<file path="src/verilog/iocc_consts.vh">
// register map, field positions, reset values and timing counts of the oscillator clock control
`ifndef IOCC_CONSTS_VH
`define IOCC_CONSTS_VH

// register byte offsets on the apb bus
`define IOCC_OFS_CONTROL      8'h00
`define IOCC_OFS_TRIM         8'h04
`define IOCC_OFS_LF_CONTROL   8'h08
`define IOCC_OFS_CLK_SELECT   8'h0C
`define IOCC_OFS_IRQ_STATUS   8'h10
`define IOCC_OFS_IRQ_MASK     8'h14

// internal_osc_control fields
`define IOCC_CTL_ENABLE_BIT   7
`define IOCC_CTL_READY_BIT    6
`define IOCC_CTL_SUSPEND_BIT  5
`define IOCC_CTL_DIV_MSB      1
`define IOCC_CTL_DIV_LSB      0
`define IOCC_CTL_RESET        8'hC0

// divide select codes: 00 divides by 8, 11 by 1
`define IOCC_DIV_BY8          2'h0
`define IOCC_DIV_BY4          2'h1
`define IOCC_DIV_BY2          2'h2
`define IOCC_DIV_BY1          2'h3

// low_freq_osc_control fields
`define IOCC_LF_ENABLE_BIT    7
`define IOCC_LF_TRIM_MSB      5
`define IOCC_LF_TRIM_LSB      2
`define IOCC_LF_DIV_MSB       1
`define IOCC_LF_DIV_LSB       0
`define IOCC_LF_RESET         8'h00

// system clock source codes
`define IOCC_SRC_EXT          2'h0
`define IOCC_SRC_HF           2'h1
`define IOCC_SRC_LF           2'h2
`define IOCC_SRC_PLL          2'h3
`define IOCC_SRC_RESET        2'h1

// interrupt status bits
`define IOCC_IRQ_WAKE_BIT     0
`define IOCC_IRQ_READY_BIT    1
`define IOCC_IRQ_SUSP_BIT     2
`define IOCC_IRQ_WIDTH        3

// trim value that gives the nominal 24.5 MHz
`define IOCC_TRIM_FACTORY     7'h40

// timing
`define IOCC_PCLK_PERIOD_NS   50
`define IOCC_HF_SETTLE_NS     1000
`define IOCC_HF_SETTLE_CYC    ((`IOCC_HF_SETTLE_NS + `IOCC_PCLK_PERIOD_NS - 1) / `IOCC_PCLK_PERIOD_NS)

`endif

</file>
<file path="src/verilog/iocc_sync.v">
// three-stage input synchroniser that accepts a change once stages two and three agree
`timescale 1ns/1ns
`default_nettype none
module iocc_sync #(
    parameter W = 5
) (
    // clock and reset
    input  wire         pclk,
    input  wire         presetn,
    // asynchronous inputs and their clean copy
    input  wire [W-1:0] async_in,
    output wire [W-1:0] sync_out
);
    genvar i;
    generate
        for (i = 0; i < W; i = i + 1) begin : g_bit
            reg s1_reg;
            reg s2_reg;
            reg s3_reg;
            reg out_reg;
            // s1 feeds s2 only, so metastability never reaches logic
            always @(posedge pclk or negedge presetn) begin
                if (!presetn) begin
                    s1_reg  <= 1'b0;
                    s2_reg  <= 1'b0;
                    s3_reg  <= 1'b0;
                    out_reg <= 1'b0;
                end else begin
                    s1_reg <= async_in[i];
                    s2_reg <= s1_reg;
                    s3_reg <= s2_reg;
                    if (s2_reg == s3_reg) begin
                        out_reg <= s3_reg;
                    end
                end
            end
            assign sync_out[i] = out_reg;
        end
    endgenerate
endmodule
`default_nettype wire

</file>
<file path="src/verilog/iocc_clkdiv.v">
// post-scaler that turns the running oscillator into a divided system clock tick
`timescale 1ns/1ns
`default_nettype none
`include "iocc_consts.vh"
module iocc_clkdiv (
    // clock and reset
    input  wire       pclk,
    input  wire       presetn,
    // control
    input  wire       run,
    input  wire [1:0] div_sel,
    // divided clock tick, one pclk wide
    output reg        tick_reg,
    output reg  [1:0] div_active_reg
);
    reg  [2:0] cnt_reg;
    reg  [2:0] last;

    always @* begin
        case (div_active_reg)
            `IOCC_DIV_BY8: last = 3'h7;
            `IOCC_DIV_BY4: last = 3'h3;
            `IOCC_DIV_BY2: last = 3'h1;
            default:       last = 3'h0;
        endcase
    end

    // a new ratio is taken only at a period boundary, so no runt period ever appears
    always @(posedge pclk or negedge presetn) begin
        if (!presetn) begin
            cnt_reg        <= 3'h0;
            tick_reg       <= 1'b0;
            div_active_reg <= `IOCC_DIV_BY8;
        end else if (!run) begin
            cnt_reg  <= 3'h0;
            tick_reg <= 1'b0;
        end else if (cnt_reg >= last) begin
            cnt_reg        <= 3'h0;
            tick_reg       <= 1'b1;
            div_active_reg <= div_sel;
        end else begin
            cnt_reg  <= cnt_reg + 3'h1;
            tick_reg <= 1'b0;
        end
    end
endmodule
`default_nettype wire

</file>
<file path="src/verilog/iocc_top.v">
// internal oscillator clock control: registers, suspend and wake, post-scaler and interrupt
// Functional notes
// - reset selects the internal oscillator as source
// - software trims oscillator period, factory 24.5 MHz
// - system clock is oscillator divided 1/2/4/8
// - divide ratio resets to eight
// - writing suspend bit one halts the oscillator
// - suspended oscillator source stops core, peripheral clocks
// - wake on port match or enabled comparator low
// - wake restarts oscillator, core, peripherals regardless interrupt
// - core resumes after the suspending write
// - source may be external, either internal, pll
// - both oscillators post-scale; low one has control
// - control resets to C0: enable and ready set, suspend clear
// - ready reads one only when running settled
`timescale 1ns/1ns
`default_nettype none
`include "iocc_consts.vh"
module iocc_top #(
    parameter [6:0] TRIM_RESET = `IOCC_TRIM_FACTORY,
    parameter       SETTLE_CYC = `IOCC_HF_SETTLE_CYC
) (
    // clock and reset
    input  wire        pclk,
    input  wire        presetn,
    // apb slave
    input  wire        psel,
    input  wire        penable,
    input  wire        pwrite,
    input  wire [7:0]  paddr,
    input  wire [31:0] pwdata,
    output reg  [31:0] prdata,
    output reg         pready,
    output reg         pslverr,
    // wake sources, asynchronous
    input  wire        port0_match,
    input  wire        port1_match,
    input  wire        port2_match,
    input  wire        cmp0_out,
    input  wire        cmp1_out,
    // comparator enables from pclk logic
    input  wire        cmp0_enable,
    input  wire        cmp1_enable,
    // oscillator and clock controls
    output reg         hf_osc_enable,
    output reg         hf_osc_run,
    output reg  [6:0]  hf_osc_trim,
    output reg         lf_osc_enable,
    output reg  [3:0]  lf_osc_trim,
    output reg  [1:0]  lf_osc_div,
    output reg  [1:0]  system_clock_source,
    output wire        system_clock_tick,
    output reg         core_clock_run,
    output reg         periph_clock_run,
    // interrupt
    output reg         irq
);
    // reset words kept at full width so single bits can be picked cleanly
    localparam [7:0] CTL_RESET = `IOCC_CTL_RESET;
    localparam [7:0] LF_RESET  = `IOCC_LF_RESET;

    // register state
    reg        hf_en_reg;
    reg        suspend_reg;
    reg  [1:0] div_sel_reg;
    reg        ready_reg;
    reg  [6:0] trim_reg;
    reg        lf_en_reg;
    reg  [3:0] lf_trim_reg;
    reg  [1:0] lf_div_reg;
    reg  [1:0] src_reg;
    reg  [`IOCC_IRQ_WIDTH-1:0] status_reg;
    reg  [`IOCC_IRQ_WIDTH-1:0] mask_reg;
    reg  [15:0] settle_reg;
    reg        halted_reg;

    reg  [31:0] rdata_next;
    reg         mapped;
    reg  [`IOCC_IRQ_WIDTH-1:0] status_next;
    reg  [15:0] settle_next;

    wire [4:0] wake_sync;
    wire [1:0] div_active;
    wire       access;
    wire       wr_en;
    wire       wake;
    wire       osc_on;
    wire       ready_next;

    // apb: one wait state, pready and data come from flops
    assign access = psel & penable & ~pready;
    assign wr_en  = psel & penable & pready & pwrite & ~pslverr;

    // level events; a match or a low enabled comparator keeps waking
    iocc_sync #(
        .W(5)
    ) u_sync (
        .pclk    (pclk),
        .presetn (presetn),
        .async_in({cmp1_out, cmp0_out, port2_match, port1_match, port0_match}),
        .sync_out(wake_sync)
    );

    assign wake = wake_sync[0] | wake_sync[1] | wake_sync[2]
                | (cmp0_enable & ~wake_sync[3])
                | (cmp1_enable & ~wake_sync[4]);

    // the oscillator runs only while enabled and not suspended
    assign osc_on = hf_en_reg & ~suspend_reg;

    iocc_clkdiv u_div (
        .pclk          (pclk),
        .presetn       (presetn),
        .run           (osc_on),
        .div_sel       (div_sel_reg),
        .tick_reg      (system_clock_tick),
        .div_active_reg(div_active)
    );

    // address decode and read mux
    always @* begin
        rdata_next = 32'h0000_0000;
        mapped     = 1'b1;
        case (paddr)
            `IOCC_OFS_CONTROL: begin
                rdata_next[`IOCC_CTL_ENABLE_BIT]                 = hf_en_reg;
                rdata_next[`IOCC_CTL_READY_BIT]                  = ready_reg;
                rdata_next[`IOCC_CTL_SUSPEND_BIT]                = suspend_reg;
                rdata_next[`IOCC_CTL_DIV_MSB:`IOCC_CTL_DIV_LSB] = div_sel_reg;
            end
            `IOCC_OFS_TRIM: begin
                rdata_next[6:0] = trim_reg;
            end
            `IOCC_OFS_LF_CONTROL: begin
                rdata_next[`IOCC_LF_ENABLE_BIT]                 = lf_en_reg;
                rdata_next[`IOCC_LF_TRIM_MSB:`IOCC_LF_TRIM_LSB] = lf_trim_reg;
                rdata_next[`IOCC_LF_DIV_MSB:`IOCC_LF_DIV_LSB]   = lf_div_reg;
            end
            `IOCC_OFS_CLK_SELECT: begin
                rdata_next[1:0] = src_reg;
            end
            `IOCC_OFS_IRQ_STATUS: begin
                rdata_next[`IOCC_IRQ_WIDTH-1:0] = status_reg;
            end
            `IOCC_OFS_IRQ_MASK: begin
                rdata_next[`IOCC_IRQ_WIDTH-1:0] = mask_reg;
            end
            default: begin
                mapped = 1'b0;
            end
        endcase
    end

    always @(posedge pclk or negedge presetn) begin
        if (!presetn) begin
            pready  <= 1'b0;
            pslverr <= 1'b0;
            prdata  <= 32'h0000_0000;
        end else begin
            pready  <= access;
            pslverr <= access & ~mapped;
            if (access && !pwrite) begin
                prdata <= rdata_next;
            end
        end
    end

    // software registers
    always @(posedge pclk or negedge presetn) begin
        if (!presetn) begin
            hf_en_reg   <= CTL_RESET[`IOCC_CTL_ENABLE_BIT];
            div_sel_reg <= `IOCC_DIV_BY8;
            trim_reg    <= TRIM_RESET;
            lf_en_reg   <= LF_RESET[`IOCC_LF_ENABLE_BIT];
            lf_trim_reg <= 4'h0;
            lf_div_reg  <= 2'h0;
            src_reg     <= `IOCC_SRC_RESET;
            mask_reg    <= {`IOCC_IRQ_WIDTH{1'b0}};
        end else if (wr_en) begin
            case (paddr)
                `IOCC_OFS_CONTROL: begin
                    hf_en_reg   <= pwdata[`IOCC_CTL_ENABLE_BIT];
                    div_sel_reg <= pwdata[`IOCC_CTL_DIV_MSB:`IOCC_CTL_DIV_LSB];
                end
                `IOCC_OFS_TRIM: begin
                    trim_reg <= pwdata[6:0];
                end
                `IOCC_OFS_LF_CONTROL: begin
                    lf_en_reg   <= pwdata[`IOCC_LF_ENABLE_BIT];
                    lf_trim_reg <= pwdata[`IOCC_LF_TRIM_MSB:`IOCC_LF_TRIM_LSB];
                    lf_div_reg  <= pwdata[`IOCC_LF_DIV_MSB:`IOCC_LF_DIV_LSB];
                end
                `IOCC_OFS_CLK_SELECT: begin
                    src_reg <= pwdata[1:0];
                end
                `IOCC_OFS_IRQ_MASK: begin
                    mask_reg <= pwdata[`IOCC_IRQ_WIDTH-1:0];
                end
                default: begin
                    hf_en_reg <= hf_en_reg;
                end
            endcase
        end
    end

    // suspend: set by software, cleared by any wake level
    // a write of one while a wake level is present is dropped at once, so the
    // core never stalls on a condition that is already true
    always @(posedge pclk or negedge presetn) begin
        if (!presetn) begin
            suspend_reg <= 1'b0;
        end else if (wake) begin
            suspend_reg <= 1'b0;
        end else if (wr_en && paddr == `IOCC_OFS_CONTROL
                     && pwdata[`IOCC_CTL_SUSPEND_BIT]) begin
            suspend_reg <= 1'b1;
        end
    end

    // ready: counts settle time after each start, drops at once on stop
    always @* begin
        settle_next = settle_reg;
        if (!osc_on) begin
            settle_next = 16'h0000;
        end else if (!ready_reg) begin
            settle_next = settle_reg + 16'h0001;
        end
    end

    assign ready_next = osc_on & (ready_reg | (settle_reg >= SETTLE_CYC[15:0] - 16'h0001));

    always @(posedge pclk or negedge presetn) begin
        if (!presetn) begin
            settle_reg <= 16'h0000;
            ready_reg  <= CTL_RESET[`IOCC_CTL_READY_BIT];
        end else begin
            settle_reg <= ready_next ? 16'h0000 : settle_next;
            ready_reg  <= ready_next;
        end
    end

    // clock gating: only a suspended oscillator that feeds the system stops
    // the core; the core simply stalls, so it continues with the next
    // instruction after the suspending write once the clocks return
    always @(posedge pclk or negedge presetn) begin
        if (!presetn) begin
            halted_reg       <= 1'b0;
            core_clock_run   <= 1'b1;
            periph_clock_run <= 1'b1;
        end else begin
            halted_reg       <= suspend_reg & (src_reg == `IOCC_SRC_HF);
            core_clock_run   <= ~(suspend_reg & (src_reg == `IOCC_SRC_HF));
            periph_clock_run <= ~(suspend_reg & (src_reg == `IOCC_SRC_HF));
        end
    end

    // interrupt status: hardware set wins over a write-one clear
    always @* begin
        status_next = status_reg;
        if (wr_en && paddr == `IOCC_OFS_IRQ_STATUS) begin
            status_next = status_reg & ~pwdata[`IOCC_IRQ_WIDTH-1:0];
        end
        if (suspend_reg && wake) begin
            status_next[`IOCC_IRQ_WAKE_BIT] = 1'b1;
        end
        if (ready_next && !ready_reg) begin
            status_next[`IOCC_IRQ_READY_BIT] = 1'b1;
        end
        if (halted_reg == 1'b0 && suspend_reg && src_reg == `IOCC_SRC_HF) begin
            status_next[`IOCC_IRQ_SUSP_BIT] = 1'b1;
        end
    end

    always @(posedge pclk or negedge presetn) begin
        if (!presetn) begin
            status_reg <= {`IOCC_IRQ_WIDTH{1'b0}};
            irq        <= 1'b0;
        end else begin
            status_reg <= status_next;
            irq        <= |(status_next & mask_reg);
        end
    end

    // control outputs straight from flops
    always @(posedge pclk or negedge presetn) begin
        if (!presetn) begin
            hf_osc_enable       <= 1'b1;
            hf_osc_run          <= 1'b1;
            hf_osc_trim         <= TRIM_RESET;
            lf_osc_enable       <= 1'b0;
            lf_osc_trim         <= 4'h0;
            lf_osc_div          <= 2'h0;
            system_clock_source <= `IOCC_SRC_RESET;
        end else begin
            hf_osc_enable       <= hf_en_reg;
            hf_osc_run          <= osc_on;
            hf_osc_trim         <= trim_reg;
            lf_osc_enable       <= lf_en_reg;
            lf_osc_trim         <= lf_trim_reg;
            lf_osc_div          <= lf_div_reg;
            system_clock_source <= src_reg;
        end
    end

    // software must keep these: leave pll before suspend
    // reinitialise pll after wake; the block does not police the source
    wire unused_ok = &{1'b0, div_active};
endmodule
`default_nettype wire

</file>
<file path="config.mk">
export PLATFORM = sky130hd
export DESIGN_NAME = iocc_top
export DESIGN_NICKNAME = d
export VERILOG_FILES = /design/src/verilog/iocc_sync.v /design/src/verilog/iocc_clkdiv.v /design/src/verilog/iocc_top.v
export VERILOG_INCLUDE_DIRS = /design/src /design/src/verilog
export SDC_FILE = /design/constraint.sdc
export NUM_CORES = 1
export LEC_CHECK = 0
export BUFFER_PORTS_ARGS = -buffer_cell sky130_fd_sc_hd__buf_4
export CAP_MARGIN = 20
export CORE_MARGIN = 4
export CORE_UTILIZATION = 51
export DETAILED_ROUTE_END_ITERATION = 8
export PLACE_DENSITY = 0.78
export SLEW_MARGIN = 20
export SYNTH_ARGS = -nofsm -noshare
export SYNTH_HDL_FRONTEND = slang
export SYNTH_SLANG_ARGS = --single-unit
export TNS_END_PERCENT = 100
</file>
<file path="constraint.sdc">
create_clock -name pclk -period 2.2 [get_ports pclk]
set_clock_uncertainty 0.1 [all_clocks]
set_input_delay 0.22 -clock pclk [delete_from_list [all_inputs] [get_ports pclk]]
set_output_delay 0.22 -clock pclk [all_outputs]
set_load 0.01 [all_outputs]
</file>
==> reports/summary.json <==
{
  "routing": {
    "dr.first_iter.drc_count": 70,
    "drt_pass1_iterations": 4,
    "detail_route.vias_per_cell": 4.92,
    "routedWlPerCell_um": 14.3,
    "totalWireLength_um": 6950,
    "detailed_route_via_count": 2384,
    "drt_drc_violations_left": 0,
    "ant_nets": 0
  },
  "timing": {
    "max-slew-margin-rel_pct": 61.8,
    "drv_slew": 0,
    "layout_worst_path_cycle_share_pct": 93.4,
    "hold_violations": 0,
    "postLayoutSetupSlackWorst_ns": 0.146,
    "whs_ns": 0.0201,
    "upper_clock_frequency_limit_ghz": 0.487,
    "setup_viol": 0,
    "worst_pin_slew_ns": 0.558,
    "setup_repair_after_global_routing_missed_its_margin": "false",
    "finalSetupTns_ns": 0,
    "final.min_clock_period_ns": 2.05
  },
  "clock_network": {
    "post_cts_buffers": 0,
    "cts_tree": "done",
    "cts.sink_count": 100,
    "ctsLongestPathBuffers": 2,
    "number_of_hold_buffers_added_after_cts": 11,
    "h-tree-depth": 3,
    "cts-buffers-inserted": 9,
    "insertion_delay_ns": 0.35,
    "ctsRootBufferMaster": "sky130_fd_sc_hd__clkbuf_8",
    "clkTransAtPathRegs_ns": 0.09,
    "post_cts_resize_count": 0
  },
  "placement": {
    "buffer_ports.inserted": 59,
    "weighted_congestion_at_the_end_of_routability_driven_global_placement": 0.850,
    "place_area_mm2": 0.00443,
    "detailed_place_hpwl_um": 4950,
    "dpl_worst_slack_ns": -0.236
  },
  "setup_path": {
    "critical_path_class": "input pin to flop",
    "critPathMaxFanout": 3,
    "worst_r2r_startpoint": "settle_reg[0]",
    "rr_endpoint": "irq",
    "worst_path_max_delay_cell": "sky130_fd_sc_hd__or4b_4",
    "cp_cell_sequence": "buf_4, or4_4, or4b_4, nor4_4, o21ai_1, a221o_1",
    "ff2ff_setup_slack_ns": 0.23,
    "critPathCaptureType": "flop",
    "ff2ff_path_depth": 5,
    "worst_setup_start_kind": "input pin",
    "critical-path-max-stage-delay_ns": 0.56,
    "critical_path_arrival_ns": 2.19,
    "crit_required_ns": 2.34
  },
  "floorplan": {
    "io_pins": 108,
    "core_area_mm2": 0.00729,
    "start_util_pct": 52.7,
    "die_w_um": 94.8,
    "fp.dieH_um": 94.8,
    "die_area_mm2": 0.00899,
    "rows": 31
  },
  "global_routing": {
    "grt_pass1_wl_um": 11300,
    "grt_usage_pct": 16.7,
    "grt_max_degree": 66,
    "via_count_of_the_first_global_routing_pass": 2349,
    "gr-total-overflow": 0,
    "grt_antenna_before_repair": 0
  },
  "synthesis": {
    "synth-async-reset-ratio_pct": 100,
    "synth_top_cell_by_area": "sky130_fd_sc_hd__dfrtp_1",
    "synth.top_cells.by_area": "sky130_fd_sc_hd__dfrtp_1 59%, sky130_fd_sc_hd__dfstp_2 6.2%, sky130_fd_sc_hd__buf_4 4.9%, sky130_fd_sc_hd__mux2_1 4.1%, sky130_fd_sc_hd__mux2_2 3.8%",
    "seq_area_frac_synth_pct": 65.4,
    "synth_enable_flop_cells": 0,
    "post-synth-top-area-fraction_pct": 59.2,
    "synth.lib_cells_used.distinct": 50,
    "synth_area_mm2": 0.00384,
    "synth_top_flop_cell": "sky130_fd_sc_hd__dfrtp_1",
    "yosys.cell_count.top_type": "sky130_fd_sc_hd__dfrtp_1",
    "synth_common_cells": "91 x sky130_fd_sc_hd__dfrtp_1, 25 x sky130_fd_sc_hd__buf_4, 20 x sky130_fd_sc_hd__nor2_1, 15 x sky130_fd_sc_hd__nand2_1, 14 x sky130_fd_sc_hd__mux2_1",
    "synth-seq-cells": 100,
    "avgSynthCellArea_um2": 13.5,
    "syn-instance-count": 285,
    "yosys_warnings": 0
  },
  "hold_path": {
    "min_path_cells": 2,
    "min_delay_worst_endpoint": "trim_reg[2]",
    "holdCritStartpoint": "pwdata[2]",
    "holdCritPathClass": "input pin to flop"
  },
  "finish": {
    "number_of_antenna_diodes": 0,
    "area_growth_syn_to_layout_pct": 22.4,
    "nets": 438,
    "drive_above_1_share_pct": 28.8,
    "final_design_area_no_fill_mm2": 0.00470,
    "largest_register_ffs": 16
  },
  "status": {
    "status": "complete, no violations"
  },
  "pwr": {
    "peakVddDrop_mv": 0.439,
    "power_density_mw_per_mm2": 659,
    "power_leakage_nw": 2.37
  },
  "run": {
    "max-cap-violations": 0
  }
}
[power breakdown]
part / leakage (nW) / total (mW) / switching [mW] / internal (mW)
sequential: 1.28 / 1.90 / 0.0192 / 1.88
combinational: 1.01 / 0.196 / 0.113 / 0.0832
clock: 0.0872 / 1.01 / 0.568 / 0.439
total: 2.37 / 3.10 / 0.700 / 2.40
[critical path: cells and delay by family]
family                 cells  cell delay [ns]
AND/OR/NAND/NOR            3             1.43
buffers and inverters      1             0.11
AO/OA/AOI/OAI              2             0.43
[worst max path at each step]
| stage | slack [ns] | to | start | cells past startpoint |
|---|---|---|---|---|
| 5_1_grt | 0.07 | irq | paddr[1] | 6 |
| 6_report | 0.15 | irq | paddr[1] | 6 |
| 4_1_cts | 0.16 | irq | paddr[1] | 6 |
| 3_5_place_dp | -0.24 | irq | paddr[1] | 6 |
| 3_3_place_gp | -0.18 | irq | paddr[1] | 6 |
| 2_1_floorplan | 0.02 | irq | paddr[1] | 5 |
[layout make-up]
cell class / count / area, µm²
Timing Repair Buffer: 82 / 656
Multi-Input combinational cell: 180 / 1220
Clock buffer: 13 / 149
Inverter: 8 / 30.0
Clock inverter: 3 / 15.0
Tap cell: 99 / 124
Sequential cell: 100 / 2510
Fill cell: 597 / 2590
[stage by stage]
stage,std cells,utilization (%),power (mW)
final,485,64.5,3.10
after global routing,485,64.5,3.25
after CTS,485,64.5,3.14
after detailed placement,458,60.8,2.12
after global placement,458,60.8,2.11
after floorplan,319,-,2.03
[metal layers]
metal	part of all wire, %	wire length, µm	vias to the layer above	GRT usage, %
li1	-	-	1119	-
met1	42	2900	1171	21.3
met2	49	3380	81	26.8
met3	7.3	504	13	4.86
met4	2.3	160	0	6.85
met5	0	0	-	0
[cell usage in the layout, fill, tap and decap left out, types with 4 or more instances in the layout]
| cell type | instances |
|---|---|
| sky130_fd_sc_hd__nor3_1 | 4 |
| sky130_fd_sc_hd__nand3_1 | 4 |
| sky130_fd_sc_hd__clkbuf_8 | 10 |
| sky130_fd_sc_hd__ha_1 | 5 |
| sky130_fd_sc_hd__buf_4 | 70 |
| sky130_fd_sc_hd__nand2_1 | 15 |
| sky130_fd_sc_hd__conb_1 | 35 |
| sky130_fd_sc_hd__mux2i_1 | 4 |
| sky130_fd_sc_hd__maj3_1 | 5 |
| sky130_fd_sc_hd__o21ai_1 | 5 |
| sky130_fd_sc_hd__mux2_1 | 14 |
| sky130_fd_sc_hd__dfrtp_1 | 91 |
| sky130_fd_sc_hd__dfstp_2 | 9 |
| sky130_fd_sc_hd__a21oi_1 | 8 |
| sky130_fd_sc_hd__nor2_1 | 20 |
| sky130_fd_sc_hd__inv_1 | 8 |
| sky130_fd_sc_hd__mux2_2 | 13 |
| sky130_fd_sc_hd__dlygate4sd3_1 | 11 |
[kinds of logic (layout without fill, tap and decap cells)]
group,after synthesis,count (layout),synth area share [%]
compound gates,33,33,5.66
xor+xnor,5,5,1.14
flops,100,100,65.4
simple gates,66,66,9.57
other cells,1,35,0.0976
mux,31,31,8.95
buf+inv,39,106,6.25
fa+ha+maj,10,10,2.93
No activity file was read; power rests on OpenSTA's default activity.
